$ cat src/rtl/ppwm_pkg.sv
// Shared constants for the push-pull PWM generator
package ppwm_pkg;
   localparam int unsigned CNT_W        = 16;
   localparam int unsigned MODE_HI      = 11;
   localparam int unsigned MODE_LO      = 10;
   localparam int unsigned IMMEDIATE_PERIOD_UPDATE_BIT     = 10;
   localparam int unsigned DIV_HI       = 15;
   localparam int unsigned DIV_LO       = 12;
   localparam int unsigned STRT_W       = 6;
   localparam int unsigned DIV_W        = 4;
   localparam int unsigned DT_W         = 8;
   localparam logic [1:0]  MODE_COMP    = 2'h0;
   localparam logic [1:0]  MODE_REDUND  = 2'h1;
   localparam logic [1:0]  MODE_PUSHPL  = 2'h2;
   localparam logic [1:0]  MODE_INDEP   = 2'h3;
   localparam logic [CNT_W-1:0] CNT_ZERO = 16'h0000;
   localparam logic [CNT_W-1:0] CNT_ONE  = 16'h0001;
   localparam logic [DIV_W-1:0] DIV_ZERO = 4'h0;
   localparam logic [DIV_W-1:0] DIV_ONE  = 4'h1;
   localparam logic [STRT_W-1:0] STRT_ZERO = 6'h00;
   localparam logic [STRT_W-1:0] STRT_ONE  = 6'h01;
   localparam logic [DT_W-1:0]  DT_ZERO  = 8'h00;
   localparam logic [DT_W-1:0]  DT_ONE   = 8'h01;
endpackage : ppwm_pkg

$ cat src/rtl/ppwm_trig.sv
// Trigger divider and postscaler start for the compare trigger
`timescale 1ns/100ps
module ppwm_trig
   import ppwm_pkg::*;
(
   input  wire logic              core_clk,
   input  wire logic              rst_n,
   input  wire logic              run,
   input  wire logic              match,
   input  wire logic              cycle_start,
   input  wire logic [DIV_W-1:0]  divider,
   input  wire logic [STRT_W-1:0] start_sel,
   output logic                   trig_out
);
   typedef struct packed {
      logic [DIV_W-1:0]  div_cnt;
      logic [STRT_W-1:0] strt_cnt;
      logic              armed;
      logic              trig;
   } ppwm_trig_st_t;

   ppwm_trig_st_t st_r;
   ppwm_trig_st_t st_nxt;

   always_comb begin
      st_nxt      = st_r;
      st_nxt.trig = 1'b0;
      if (!run) begin
         st_nxt.div_cnt  = DIV_ZERO;
         st_nxt.strt_cnt = STRT_ZERO;
         st_nxt.armed    = (start_sel == STRT_ZERO);
      end else begin
         // Start delay counts whole cycles before the divider is armed
         if (!st_r.armed && cycle_start) begin
            if (st_r.strt_cnt + STRT_ONE >= start_sel) begin
               st_nxt.armed = 1'b1;
            end
            st_nxt.strt_cnt = st_r.strt_cnt + STRT_ONE;
         end
         // First armed match always fires; a compare of zero misses the match at the cycle start that arms
         if (st_r.armed && match) begin
            if (st_r.div_cnt == DIV_ZERO) begin
               st_nxt.trig = 1'b1;
            end
            if (st_r.div_cnt >= divider) begin
               st_nxt.div_cnt = DIV_ZERO;
            end else begin
               st_nxt.div_cnt = st_r.div_cnt + DIV_ONE;
            end
         end
      end
   end

   always_ff @(posedge core_clk) begin
      if (!rst_n) begin
         st_r <= '0;
      end else begin
         st_r <= st_nxt;
      end
   end

   assign trig_out = st_r.trig;
endmodule : ppwm_trig

$ cat src/rtl/ppwm_gen.sv
// Push-pull PWM generator with phase, dead time, swap and triggers
`timescale 1ns/100ps
module ppwm_gen
   import ppwm_pkg::*;
(
   input  wire logic              core_clk,
   input  wire logic              rst_n,
   input  wire logic              module_master_enable,
   input  wire logic [15:0]       primary_time_base_control,
   input  wire logic [15:0]       output_pin_control,
   input  wire logic [15:0]       trigger_control,
   input  wire logic [STRT_W-1:0] trigger_postscale_start,
   input  wire logic [CNT_W-1:0]  period_value,
   input  wire logic              period_write,
   input  wire logic [CNT_W-1:0]  duty_value,
   input  wire logic [CNT_W-1:0]  phase_shift_value,
   input  wire logic [CNT_W-1:0]  primary_trigger_compare,
   input  wire logic [CNT_W-1:0]  special_event_compare,
   input  wire logic [DT_W-1:0]   dead_time,
   input  wire logic              swap_enable,
   output logic                   high_side_output,
   output logic                   low_side_output,
   output logic                   trigger_out,
   output logic                   pwm_irq,
   output logic [CNT_W-1:0]       time_base
);
   typedef struct packed {
      logic [CNT_W-1:0] cnt;
      logic [CNT_W-1:0] per_act;
      logic [CNT_W-1:0] per_pend;
      logic             pend;
      logic             pp_sel;
      logic             pp_last;
      logic             pp_pulsed;
      logic             hi_want;
      logic             lo_want;
      logic [DT_W-1:0]  dt_cnt;
      logic             hi_out;
      logic             lo_out;
      logic             irq;
   } ppwm_gen_st_t;

   ppwm_gen_st_t st_r;
   ppwm_gen_st_t st_nxt;

   logic [1:0]       mode;
   logic             immediate_period_update;
   logic             run;
   logic             wrap;
   logic             cyc_start;
   logic             trig_match;
   logic             sev_match;
   logic [CNT_W-1:0] pwm_val;
   logic             raw;
   logic             center;

   // Center-aligned complementary: pulse sits symmetric about mid-count
   function automatic logic duty_on(input logic [CNT_W-1:0] c,
                                    input logic [CNT_W-1:0] p,
                                    input logic [CNT_W-1:0] d,
                                    input logic             ctr);
      logic [CNT_W:0] half;
      half = {1'b0, (p >> 1)};
      if (ctr) begin
         duty_on = ({1'b0, c} + {1'b0, (d >> 1)} >= half) &&
                   ({1'b0, c} < half + {1'b0, (d >> 1)});
      end else begin
         duty_on = (c < d);
      end
   endfunction : duty_on

   assign mode   = output_pin_control[MODE_HI:MODE_LO];
   assign immediate_period_update   = primary_time_base_control[IMMEDIATE_PERIOD_UPDATE_BIT];
   assign run    = module_master_enable;
   assign center = (mode == MODE_COMP);
   // At-or-above so a period cut below the count still wraps
   assign wrap   = run && (st_r.cnt >= st_r.per_act);
   assign cyc_start  = run && (st_r.cnt == CNT_ZERO);
   assign trig_match = run && (st_r.cnt == primary_trigger_compare);
   assign sev_match  = run && (st_r.cnt == special_event_compare);
   assign pwm_val    = st_r.cnt;
   assign raw = duty_on(pwm_val, st_r.per_act, duty_value, center);

   always_comb begin
      st_nxt       = st_r;
      // Either compare raises the same one-cycle request
      st_nxt.irq   = sev_match || trig_match;
      if (!run) begin
         // Outputs parked low and time base reloaded with phase offset
         st_nxt.cnt       = phase_shift_value;
         st_nxt.hi_out    = 1'b0;
         st_nxt.lo_out    = 1'b0;
         st_nxt.hi_want   = 1'b0;
         st_nxt.lo_want   = 1'b0;
         st_nxt.dt_cnt    = DT_ZERO;
         st_nxt.pp_sel    = 1'b0;
         st_nxt.pp_last   = 1'b1;
         st_nxt.pp_pulsed = 1'b0;
         st_nxt.irq       = 1'b0;
         if (period_write) begin
            st_nxt.per_act = period_value;
            st_nxt.pend    = 1'b0;
         end
      end else begin
         if (wrap) begin
            st_nxt.cnt = CNT_ZERO;
         end else begin
            st_nxt.cnt = st_r.cnt + CNT_ONE;
         end
         // Period takes effect; only the period moves, pin steering is
         // owned by the cycle boundary, so a write at rollover cannot
         // retrigger the same pin
         if (period_write && immediate_period_update) begin
            st_nxt.per_act = period_value;
            st_nxt.pend    = 1'b0;
         end else if (period_write) begin
            st_nxt.per_pend = period_value;
            st_nxt.pend     = 1'b1;
         end
         if (wrap && !immediate_period_update && (st_r.pend || period_write)) begin
            st_nxt.per_act = period_write ? period_value
                                          : st_r.per_pend;
            st_nxt.pend    = 1'b0;
         end
         // Push-pull: switch pin only if the last cycle really pulsed
         if (wrap) begin
            if (st_r.pp_pulsed) begin
               st_nxt.pp_last = st_r.pp_sel;
               st_nxt.pp_sel  = ~st_r.pp_sel;
            end
            st_nxt.pp_pulsed = 1'b0;
         end else if (raw && (st_r.pp_sel != st_r.pp_last)) begin
            st_nxt.pp_pulsed = 1'b1;
         end
         case (mode)
            MODE_PUSHPL: begin
               // Same pin as the previous pulse is held off
               st_nxt.hi_want = raw && !wrap && !st_r.pp_sel &&
                                (st_r.pp_last != st_r.pp_sel);
               st_nxt.lo_want = raw && !wrap && st_r.pp_sel &&
                                (st_r.pp_last != st_r.pp_sel);
            end
            MODE_REDUND: begin
               st_nxt.hi_want = raw;
               st_nxt.lo_want = raw;
            end
            MODE_INDEP: begin
               st_nxt.hi_want = raw;
               st_nxt.lo_want = 1'b0;
            end
            default: begin
               st_nxt.hi_want = raw;
               st_nxt.lo_want = !raw;
            end
         endcase
         if (swap_enable) begin
            // Both taken before either is overwritten
            {st_nxt.hi_want, st_nxt.lo_want} = {st_nxt.lo_want,
                                                st_nxt.hi_want};
         end
         // Dead time, complementary mode only: a rising edge waits until both are low long enough;
         // swap toggles just look like ordinary edges here
         if (mode == MODE_COMP) begin
            if (!st_nxt.hi_want) begin
               st_nxt.hi_out = 1'b0;
            end
            if (!st_nxt.lo_want) begin
               st_nxt.lo_out = 1'b0;
            end
            if (st_nxt.hi_out || st_nxt.lo_out) begin
               st_nxt.dt_cnt = DT_ZERO;
            end else if (st_r.dt_cnt < dead_time) begin
               st_nxt.dt_cnt = st_r.dt_cnt + DT_ONE;
            end else if (st_nxt.hi_want && !st_nxt.lo_want) begin
               st_nxt.hi_out = 1'b1;
            end else if (st_nxt.lo_want && !st_nxt.hi_want) begin
               st_nxt.lo_out = 1'b1;
            end
         end else begin
            st_nxt.hi_out = st_nxt.hi_want;
            st_nxt.lo_out = st_nxt.lo_want;
            st_nxt.dt_cnt = DT_ZERO;
         end
      end
   end

   always_ff @(posedge core_clk) begin
      if (!rst_n) begin
         st_r <= '{pp_last: 1'b1, default: '0};
      end else begin
         st_r <= st_nxt;
      end
   end

   ppwm_trig u_trig (
      .core_clk    (core_clk),
      .rst_n       (rst_n),
      .run         (run),
      .match       (trig_match),
      .cycle_start (cyc_start),
      .divider     (trigger_control[DIV_HI:DIV_LO]),
      .start_sel   (trigger_postscale_start),
      .trig_out    (trigger_out)
   );

   assign high_side_output = st_r.hi_out;
   assign low_side_output  = st_r.lo_out;
   assign pwm_irq          = st_r.irq;
   assign time_base        = st_r.cnt;
endmodule : ppwm_gen

$ cat config.mk
export PLATFORM = sky130hd
export DESIGN_NAME = ppwm_gen
export DESIGN_NICKNAME = d
export VERILOG_FILES = /design/src/rtl/ppwm_pkg.sv /design/src/rtl/ppwm_trig.sv /design/src/rtl/ppwm_gen.sv
export SDC_FILE = /design/constraint.sdc
export NUM_CORES = 1
export LEC_CHECK = 0
export BUFFER_PORTS_ARGS = -buffer_cell sky130_fd_sc_hd__buf_4
export CORE_MARGIN = 2
export CORE_UTILIZATION = 35
export CTS_BUF_LIST = sky130_fd_sc_hd__clkbuf_8
export DETAILED_ROUTE_END_ITERATION = 8
export MAX_ROUTING_LAYER = met4
export PLACE_DENSITY = 0.67
export SLEW_MARGIN = 15
export SYNTH_ARGS = -nofsm -noshare
export SYNTH_HDL_FRONTEND = slang
export SYNTH_SLANG_ARGS = --single-unit
$ cat constraint.sdc
create_clock -name core_clk -period 5.9 [get_ports core_clk]
set_input_delay 0.885 -clock core_clk [delete_from_list [all_inputs] [get_ports core_clk]]
set_output_delay 0.885 -clock core_clk [all_outputs]
set_load 0.1 [all_outputs]
==> flow_summary.toml, run 1 <==
[floorplan]
core_area_mm2 = 0.02030
rows = 52
fp.dieArea_mm2 = 0.02191
dieWidth_um = 148.0
die_h_um = 148.0
num_io_pins = 167
start_util_pct = 35.77

[clocking]
cts_max_level = 3
clk_path_buf_depth = 2
clock-sinks = 75
cts_resized = 0
clkTransAtPathRegs_ns = 0.10
cts_buffers = 9
clock_latency_ns = 0.38
hold_buffers = 0
cts_tree = "yes"
clockRootBuffer = "clkbuf_8"
cts_setup_buffers = 0

[setup_path]
crit_fanout = 8
crit_family = "compound AO/OA/AOI/OAI gates"
crit_top_cell = "o21ai_0"
worst-r2r-cell-count = 20
worstSetupPathType = "input pin to flip-flop"
critPathBufInv = 2
cp.required_ns = 6.18
arrival_ns = 5.27
cp.depth = 22
max_stage_delay_ns = 0.46
slowest_stage = "or4b_1"
cp-end-kind = "flip-flop"
crit_chain = "buf_4 > ha_1 > inv_1 > fa_1 > nor2b_1 > o21ai_0 > a21oi_1 > o21ai_0 > a21oi_1 > a41o_1 > nor4_1 > nor4_1 > nor3_1 > ha_1 > nor2b_1 > o21ai_0 > or4b_1 > a21oi_2 > o211ai_4 > and2_4 > o221a_4 > nor4_2"
start_kind = "input pin"

[global_route]
grt_pass1_wl_um = 31480
grtUsageTotal_pct = 18.37
gr-usage-met2_pct = 29.84
grt_start_max_net_pins = 41
use_met3_pct = 2.685
grt.overflow.total = 0
grt_util_met1_pct = 24.29
antenna_found_initial = 0
first_global_vias = 6278
top_usage_layer = "met2"

[synthesis]
ys_ff_latch = 75
synth_top_family_by_area = "compound AO/OA/AOI/OAI gates"
synth_compound_area_share_pct = 20.33
ys.flop_type = "dfxtp_1"
synthTopCellsByCount = "ha_1 (114), nand2_1 (98), dfxtp_1 (75)"
synthSimpleGateAreaFrac_pct = 18.20
synth_fa_ha_area_share_pct = 20.20
ys_types = 70
synth_xor_area_share_pct = 10.13
synth_top_cell_area_share_pct = 20.68
synth.area.mux_share_pct = 3.050
synth_cells = 879
synth.net_count = 1142
ys_seq_area_share_pct = 20.68
synth_top_area_cell = "dfxtp_1"
ys_warn_count = 0
syn-cell-area_mm2 = 0.007261
syn_area_per_cell_um2 = 8.260
synth.most_common_cell = "ha_1"
synth_edf_count = 0
ys_top_cells_by_area = "dfxtp_1 (21%), ha_1 (20%), xnor2_1 (7.5%), nand2_1 (5.1%), inv_1 (3.5%)"
synth-async-reset-ratio_pct = 0

[layout]
drive_gt1_share_pct = 19.09
syn2layout_area_growth_pct = 17.84
final_core_util_pct = 42.15
n_antenna_cell = 0
nets = 1243

[power]
pwr_density_cell_mw_per_mm2 = 189.7
ir_drop_mv = 0.1489
p_leak_uw = 0.004096

[worst_hold_path]
hold_depth = 2
hp-class = "flip-flop to flip-flop"

[placed_design]
gp_congestion = 0.8951
dp_hpwl_um = 15600
numPortBuffers = 125

[timing]
slew_headroom_pct = 25.74
worst_pin_slew_ns = 1.112
fin_tns_setup_ns = 0
hold_viol_final = 0
clock.fmax_ghz = 0.2003
finalSetupViolations = 0
fin_crit_ns = 4.993
finalClockSkew_ns = 0.01806
rsz0062_at_grt = "no"
drv_slew = 0
min_period_over_period_pct = 84.62

[drt]
wl_per_cell_um = 15.21
initialDrtViolationCount = 307
vias_per_cell = 5.064
first_pass_iters = 5
drt_wl_total_um = 19080
postRouteAntennaNets = 0
drc = 0
num_vias = 6355

[run_status]
outcome = "complete, no violations"

[job]
drv_cap = 0
==> worst paths after layout <==
check / start / end / slack (ns)
min reg2reg: st_r[32]$_SDFFE_PN0P_ / st_r[32]$_SDFFE_PN0P_ / 0.47
max: duty_value[1] / st_r[5]$_SDFFE_PP0P_ / 0.91
min: st_r[32]$_SDFFE_PN0P_ / st_r[32]$_SDFFE_PN0P_ / 0.47
max reg2reg: time_base[0]$_SDFF_PN0_ / st_r[5]$_SDFFE_PP0P_ / 1.09
==> report_power, final <==
group          internal [uW]  switching, uW  leakage [uW]
Clock                    170            241      0.000103
Sequential               531           29.5      0.000613
Combinational            282            370       0.00338
Total                    983            641       0.00410
==> tightest hold or removal path, stage by stage, from the launching register on <==
cell and delay, ns:
dfxtp_1 0.32, nand2_1 0.05, a21boi_0 0.06
==> placed cells by master (no fill, tap or decap), types with 6 or more instances in the layout <==
cell / synthesis / layout
a211oi_1: 6 / 6
a21boi_0: 18 / 18
a21o_1: 19 / 19
a21oi_1: 47 / 46
a31oi_1: 6 / 6
and3_1: 7 / 7
buf_4: 18 / 138
clkbuf_8: 0 / 9
dfxtp_1: 75 / 75
ha_1: 114 / 114
inv_1: 68 / 68
mux2i_1: 21 / 21
nand2_1: 98 / 98
nand2b_1: 10 / 10
nand3_1: 23 / 23
nand4_1: 17 / 17
nor2_1: 39 / 39
nor2b_1: 17 / 17
nor3_1: 8 / 8
nor4_1: 8 / 8
nor4_2: 8 / 8
o211a_1: 18 / 18
o21a_1: 8 / 8
o21ai_0: 46 / 46
xnor2_1: 62 / 62
xor2_1: 22 / 22
==> per-stage QoR <==
step | worst slack, ns | hold slack [ns] | instance area [um^2] | instances | total power, uW
2_1_floorplan | 1.179 | 0.4402 | 7261 | 879 | 1041
3_5_place_dp | 0.5471 | 0.4562 | 8356 | 1239 | 1225
6_report | 0.9072 | 0.4661 | 8556 | 1255 | 1623
4_1_cts | 0.9031 | 0.4711 | 8556 | 1255 | 1638
5_1_grt | 0.5082 | 0.4927 | 8556 | 1255 | 1739
3_3_place_gp | 0.5770 | 0.4488 | 8356 | 1239 | 1213
==> state kept, by name, indices dropped and copies added, names as in the netlist <==
signal and count:
high_side_output 1, low_side_output 1, pwm_irq 1, st_r 44, time_base 16, u_trig.st_r 11
u_trig.trig_out 1
==> layout make-up <==
class                   count  area, um^2
fillers                  2120       11740
multi-input cells         688        5225
flip-flops and latches     75        1501
repair buffers            138        1036
well taps                 270       337.8
inverters                  68       255.2
clock buffers               9       123.9
clock inverters             7       76.32
==> cell families (layout without fill, tap and decap cells) <==
kind of cell             count (synthesis)  after routing
AO/OA/AOI/OAI                          207            207
XOR/XNOR                                84             84
adder cells (fa/ha/maj)                116            116
buffers and inverters                  116            222
flip-flops                              75             75
multiplexers                            22             22
AND/OR/NAND/NOR                        259            259
==> routing by layer <==
metal	vias up	share of wire, %	wire length, um
met1	2909	48	9237
met3	17	4.3	821
met2	133	46	8784
li1	3296	-	-
met5	-	0	0
met4	0	1.3	240
Power figures use the tool's default switching activity.
==> inputs of run 2 (changes only) <==
==> constraint.sdc (replaced) <==
create_clock -name core_clk -period 4.9 [get_ports core_clk]
set_input_delay 0.735 -clock core_clk [delete_from_list [all_inputs] [get_ports core_clk]]
set_output_delay 0.735 -clock core_clk [all_outputs]
set_load 0.1 [all_outputs]
==> flow_summary.toml, run 2 (synthesis gave the netlist of run 1 again) <==
[run_status]
outcome = "complete, no violations"

[drt]
wl_per_cell_um = 15.11
first_pass_iters = 4
num_vias = 6374
highest_layer = "met4"
vias_per_cell = 4.995
drc = 0
initialDrtViolationCount = 229
drt_wl_total_um = 19290
met3_length_um = 1022
postRouteAntennaNets = 0
wl_met2_um = 8847
wl_met1_um = 9164

[placed_design]
place_area_mm2 = 0.008498
place_inst = 1258
gp_congestion = 0.8881
numPortBuffers = 125
dp_hpwl_um = 15680

[layout]
drive_gt1_share_pct = 21.27
final_core_util_pct = 43.11
final_common_cell = "buf_4"
multi_input_area_mm2 = 0.005276
design_area_mm2 = 0.008751
fillers = 2065
nets = 1264
n_antenna_cell = 0
fin_cells = 1276
regMostFlops = "st_r"
syn2layout_area_growth_pct = 20.52
final_cell_mix = "buf_4 (159), ha_1 (114), nand2_1 (98)"
largest_register_ffs = 44
regArea_mm2 = 0.001503

[setup_path]
crit_fanout = 8
worstSetupPathType = "input pin to flip-flop"
arrival_ns = 4.91
cp.required_ns = 5.18
cp-end-kind = "flip-flop"
start_kind = "input pin"
startpoint = "duty_value[1]"
reg2reg_from = "st_r[34]$_SDFFE_PN0P_"

[global_route]
first_global_vias = 6196
antenna_found_initial = 0
grt_start_max_net_pins = 41
grtUsageTotal_pct = 18.38
grt_pass1_wl_um = 31460
grt.overflow.total = 0

[power]
p_total_uw = 1964
p_leak_uw = 0.004195
ir_drop_mv = 0.1761
pwr_density_cell_mw_per_mm2 = 224.4

[clocking]
cts_tree = "yes"
clk_path_buf_depth = 2
cts_buffers = 9
clockRootBuffer = "clkbuf_8"
clock-sinks = 75
hold_buffers = 0
clock_latency_ns = 0.38
cts_max_level = 3
clkTransAtPathRegs_ns = 0.09

[worst_hold_path]
hp-class = "flip-flop to flip-flop"
hold_start = "st_r[29]$_SDFFE_PN0P_"

[timing]
slew_headroom_pct = 27.65
clock.fmax_ghz = 0.2159
finalClockSkew_ns = 0.009180
hold_viol_final = 0
min_period_over_period_pct = 94.53
fin_crit_ns = 4.632
finalSetupViolations = 0
worst_pin_slew_ns = 1.083
drv_slew = 0
whs_ns = 0.4647

[floorplan]
core_area_mm2 = 0.02030
rows = 52
start_util_pct = 35.77
die_h_um = 148.0
num_io_pins = 167
dieWidth_um = 148.0
fp.dieArea_mm2 = 0.02191

[job]
drv_cap = 0
[run 2: changes by cell type in the layout (fill, tap and decap cells not counted), sizes merged]
cell and change:
clkinvlp +1, buf +21, clkinv +2, inv -4, clkbuf +1
[run 2: worst paths after layout]
| kind | end | cells past startpoint | slack, ns |
|---|---|---|---|
| worst min-delay path | st_r[29]$_SDFFE_PN0P_ | 2 | 0.46 |
| worst max-delay path | st_r[8]$_SDFFE_PP0P_ | 23 | 0.27 |
| worst max register to register | st_r[8]$_SDFFE_PP0P_ | 22 | 0.35 |
| worst min register to register | st_r[29]$_SDFFE_PN0P_ | 2 | 0.46 |
[run 2: per-layer routing]
| metal | up-vias | track usage [%] |
|---|---|---|
| met4 | 0 | 3.905 |
| met3 | 20 | 3.704 |
| met1 | 2891 | 23.75 |
| li1 | 3332 | - |
| met2 | 131 | 29.84 |
| met5 | - | - |
[run 2: power breakdown]
part	total, uW	internal (uW)	switching (uW)
Clock	463	202	261
Combinational	830	365	464
Sequential	670	639	31.4
[run 2: cell type report]
type	count	area share, %
Multi-Input combinational cell	688	60.29
Sequential cell	75	17.17
Timing Repair Buffer	159	13.64
Tap cell	270	3.860
Inverter	68	2.917
Clock buffer	10	1.573
Clock inverter	6	0.5433
[run 2: repair_timing]
item | in CTS | in global routing
setup endpoints to repair | 0 | 9
gates resized for setup | 0 | 10
setup buffers | 0 | 2
[run 2: critical path: stages]
cell and delay, ns:
buf_4 0.08, ha_1 0.16, inv_1 0.06, fa_1 0.38
nor2b_1 0.11, o21ai_0 0.12, a21oi_1 0.18, o21ai_1 0.12
a21oi_2 0.18, a41o_1 0.21, nor4_1 0.05, buf_4 0.15
o211a_1 0.23, nor3_2 0.15, ha_1 0.25, nand4_1 0.12
a21oi_1 0.06, or4b_4 0.53, a21oi_4 0.17, o211ai_4 0.13
and2_4 0.17, o221a_4 0.31, nor4_2 0.22
[run 2: stage by stage]
stage               setup slack, ns    TNS, ns
floorplan                    0.3286          0
global placement            -0.1837     -1.400
detailed placement          -0.2301     -1.684
CTS                          0.1319          0
global route              -0.004297  -0.004297
finish                       0.2679          0
==> inputs of run 3 (changes only) <==
--- a/config.mk
+++ b/config.mk
@@ -5,6 +5,7 @@
 export SDC_FILE = /design/constraint.sdc
 export NUM_CORES = 1
 export LEC_CHECK = 0
+export ABC_AREA = 1
 export BUFFER_PORTS_ARGS = -buffer_cell sky130_fd_sc_hd__buf_4
 export CORE_MARGIN = 2
 export CORE_UTILIZATION = 35
@@ -12,6 +13,7 @@
 export DETAILED_ROUTE_END_ITERATION = 8
 export MAX_ROUTING_LAYER = met4
 export PLACE_DENSITY = 0.67
+export SETUP_SLACK_MARGIN = 0.15
 export SLEW_MARGIN = 15
 export SYNTH_ARGS = -nofsm -noshare
 export SYNTH_HDL_FRONTEND = slang
==> flow_summary.toml, run 3 <==
[layout]
design_area_mm2 = 0.008874
syn2layout_area_growth_pct = 18.08
final_core_util_pct = 42.21
largest_register_ffs = 44
regMostFlops = "st_r"
final_common_cell = "nand2_1"
nets = 1429
n_antenna_cell = 0
final_cell_mix = "nand2_1 (167), inv_1 (165), buf_4 (133)"
drive_gt1_share_pct = 18.02

[global_route]
grt_pass1_wl_um = 33620
grt_start_max_net_pins = 34
antenna_found_initial = 0
first_global_vias = 6898
grt.overflow.total = 0
grtUsageTotal_pct = 19.47

[setup_path]
arrival_ns = 4.57
cp.required_ns = 5.16
cp-end-kind = "flip-flop"
crit_fanout = 8
crit_top_cell = "nand2_1"
start_kind = "input pin"
worstSetupPathType = "input pin to flip-flop"
max_stage_delay_ns = 0.32
slowest_stage = "a2111oi_2"

[synthesis]
synth_fa_ha_area_share_pct = 19.51
syn_area_per_cell_um2 = 7.109
synth_compound_area_share_pct = 14.47
synth.most_common_cell = "nand2_1"
ys_types = 59
synth_top_cell_area_share_pct = 19.98
synth_xor_area_share_pct = 7.692
ys.flop_type = "dfxtp_1"
synth.net_count = 1320
ys_warn_count = 0
synth_top_family_by_area = "simple AND/OR/NAND/NOR gates"
synth_top_area_cell = "dfxtp_1"
syn-cell-area_mm2 = 0.007515
synth_edf_count = 0
synth-async-reset-ratio_pct = 0
synthTopCellsByCount = "nand2_1 (167), inv_1 (163), ha_1 (114)"
ys_seq_area_share_pct = 19.98
ys_ff_latch = 75
ys_top_cells_by_area = "dfxtp_1 (20%), ha_1 (19%), nand2_1 (8.3%), inv_1 (8.1%), a21oi_1 (6.7%)"
synthSimpleGateAreaFrac_pct = 24.74
synth.area.mux_share_pct = 2.531
synth_cells = 1057

[timing]
clock.fmax_ghz = 0.2318
drv_slew = 0
slew_headroom_pct = 35.05
rsz0062_at_grt = "no"
min_period_over_period_pct = 88.03
fin_tns_setup_ns = 0
worst_pin_slew_ns = 0.9716
finalClockSkew_ns = 0.009759
hold_viol_final = 0
layout_setup_ws_ns = 0.5864
finalSetupViolations = 0
fin_crit_ns = 4.314

[clocking]
hold_buffers = 0
cts_buffers = 9
clk_path_buf_depth = 2
cts_tree = "yes"
clock_latency_ns = 0.37
clockRootBuffer = "clkbuf_8"
clock-sinks = 75
cts_max_level = 3
clkTransAtPathRegs_ns = 0.08

[placed_design]
gp_congestion = 0.8569
pre_cts_ws_ns = 0.2126
numPortBuffers = 125
place_area_mm2 = 0.008652
dp_hpwl_um = 17190

[drt]
num_vias = 7143
drt_wl_total_um = 20900
initialDrtViolationCount = 509
postRouteAntennaNets = 0
first_pass_iters = 5
wl_per_cell_um = 14.45
vias_per_cell = 4.940
drc = 0

[floorplan]
dieWidth_um = 150.5
core_area_mm2 = 0.02102
num_io_pins = 167
fp.dieArea_mm2 = 0.02266
start_util_pct = 35.75
rows = 53
die_h_um = 150.5

[power]
ir_drop_mv = 0.1551
p_leak_uw = 0.004375
pwr_density_cell_mw_per_mm2 = 227.7

[job]
drv_cap = 0

[run_status]
outcome = "complete, no violations"

[worst_hold_path]
hp-class = "flip-flop to flip-flop"
-- run 3: final cells by class --
type | instances | area, um^2
clock buffer | 10 | 137.6
clock inverter | 6 | 81.33
fill | 2158 | 12150
inverter | 167 | 626.9
multi-input combinational | 780 | 5184
sequential | 75 | 1501
tap | 275 | 344.1
timing repair buffer | 133 | 998.5
-- run 3: worst max-delay path: cells and delay by family --
kind | cells | cell delay, ns
adder cells (fa/ha/maj) | 3 | 0.63
XOR/XNOR | 1 | 0.16
AND/OR/NAND/NOR | 19 | 1.87
buffers and inverters | 3 | 0.27
AO/OA/AOI/OAI | 4 | 0.91
-- run 3: through the flow --
| step | instances | hold slack [ns] | power, uW |
|---|---|---|---|
| after floorplan | 1057 | 0.4195 | 1260 |
| after global placement | 1430 | 0.4263 | 1474 |
| after detailed placement | 1430 | 0.4331 | 1491 |
| after CTS | 1446 | 0.4458 | 2035 |
| after global routing | 1446 | 0.4616 | 2173 |
| final | 1446 | 0.4448 | 2021 |
-- run 3: kinds of logic (layout without fill, tap and decap cells) --
logic type | Yosys count | after routing
AND/OR/NAND/NOR | 387 | 387
buffers and inverters | 202 | 316
AO/OA/AOI/OAI | 194 | 194
adder cells (fa/ha/maj) | 116 | 116
flip-flops | 75 | 75
XOR/XNOR | 66 | 66
multiplexers | 17 | 17
-- run 3: power by group --
part	internal [uW]	switching [uW]	total, uW
Clock	297	243	540
Sequential	640	33.7	673
Combinational	312	495	807
Total	1250	772	2020
-- run 3: final timing paths --
path	start	to	slack, ns	depth (start not counted)
worst max-delay path	duty_value[1]	st_r[9]$_SDFFE_PP0P_	0.59	30
worst max register to register	st_r[34]$_SDFFE_PN0P_	st_r[9]$_SDFFE_PP0P_	0.70	29
worst min register to register	st_r[19]$_SDFFE_PN0P_	st_r[19]$_SDFFE_PN0P_	0.44	2
worst min-delay path	st_r[19]$_SDFFE_PN0P_	st_r[19]$_SDFFE_PN0P_	0.44	2
-- run 3: per-layer routing --
layer | up-vias | wire length (um) | GRT usage (%)
met1 | 3223 | 9769 | 24.65
li1 | 3719 | - | -
met4 | 0 | 381 | 5.660
met3 | 25 | 1200 | 3.515
met2 | 176 | 9545 | 31.70
met5 | - | 0 | -
-- run 3: what timing repair did --
| item | 4_1_cts | 5_1_grt |
|---|---|---|
| buffers inserted | 0 | 0 |
| gates resized for setup | 0 | 1 |
| setup endpoints to repair | 0 | 10 |
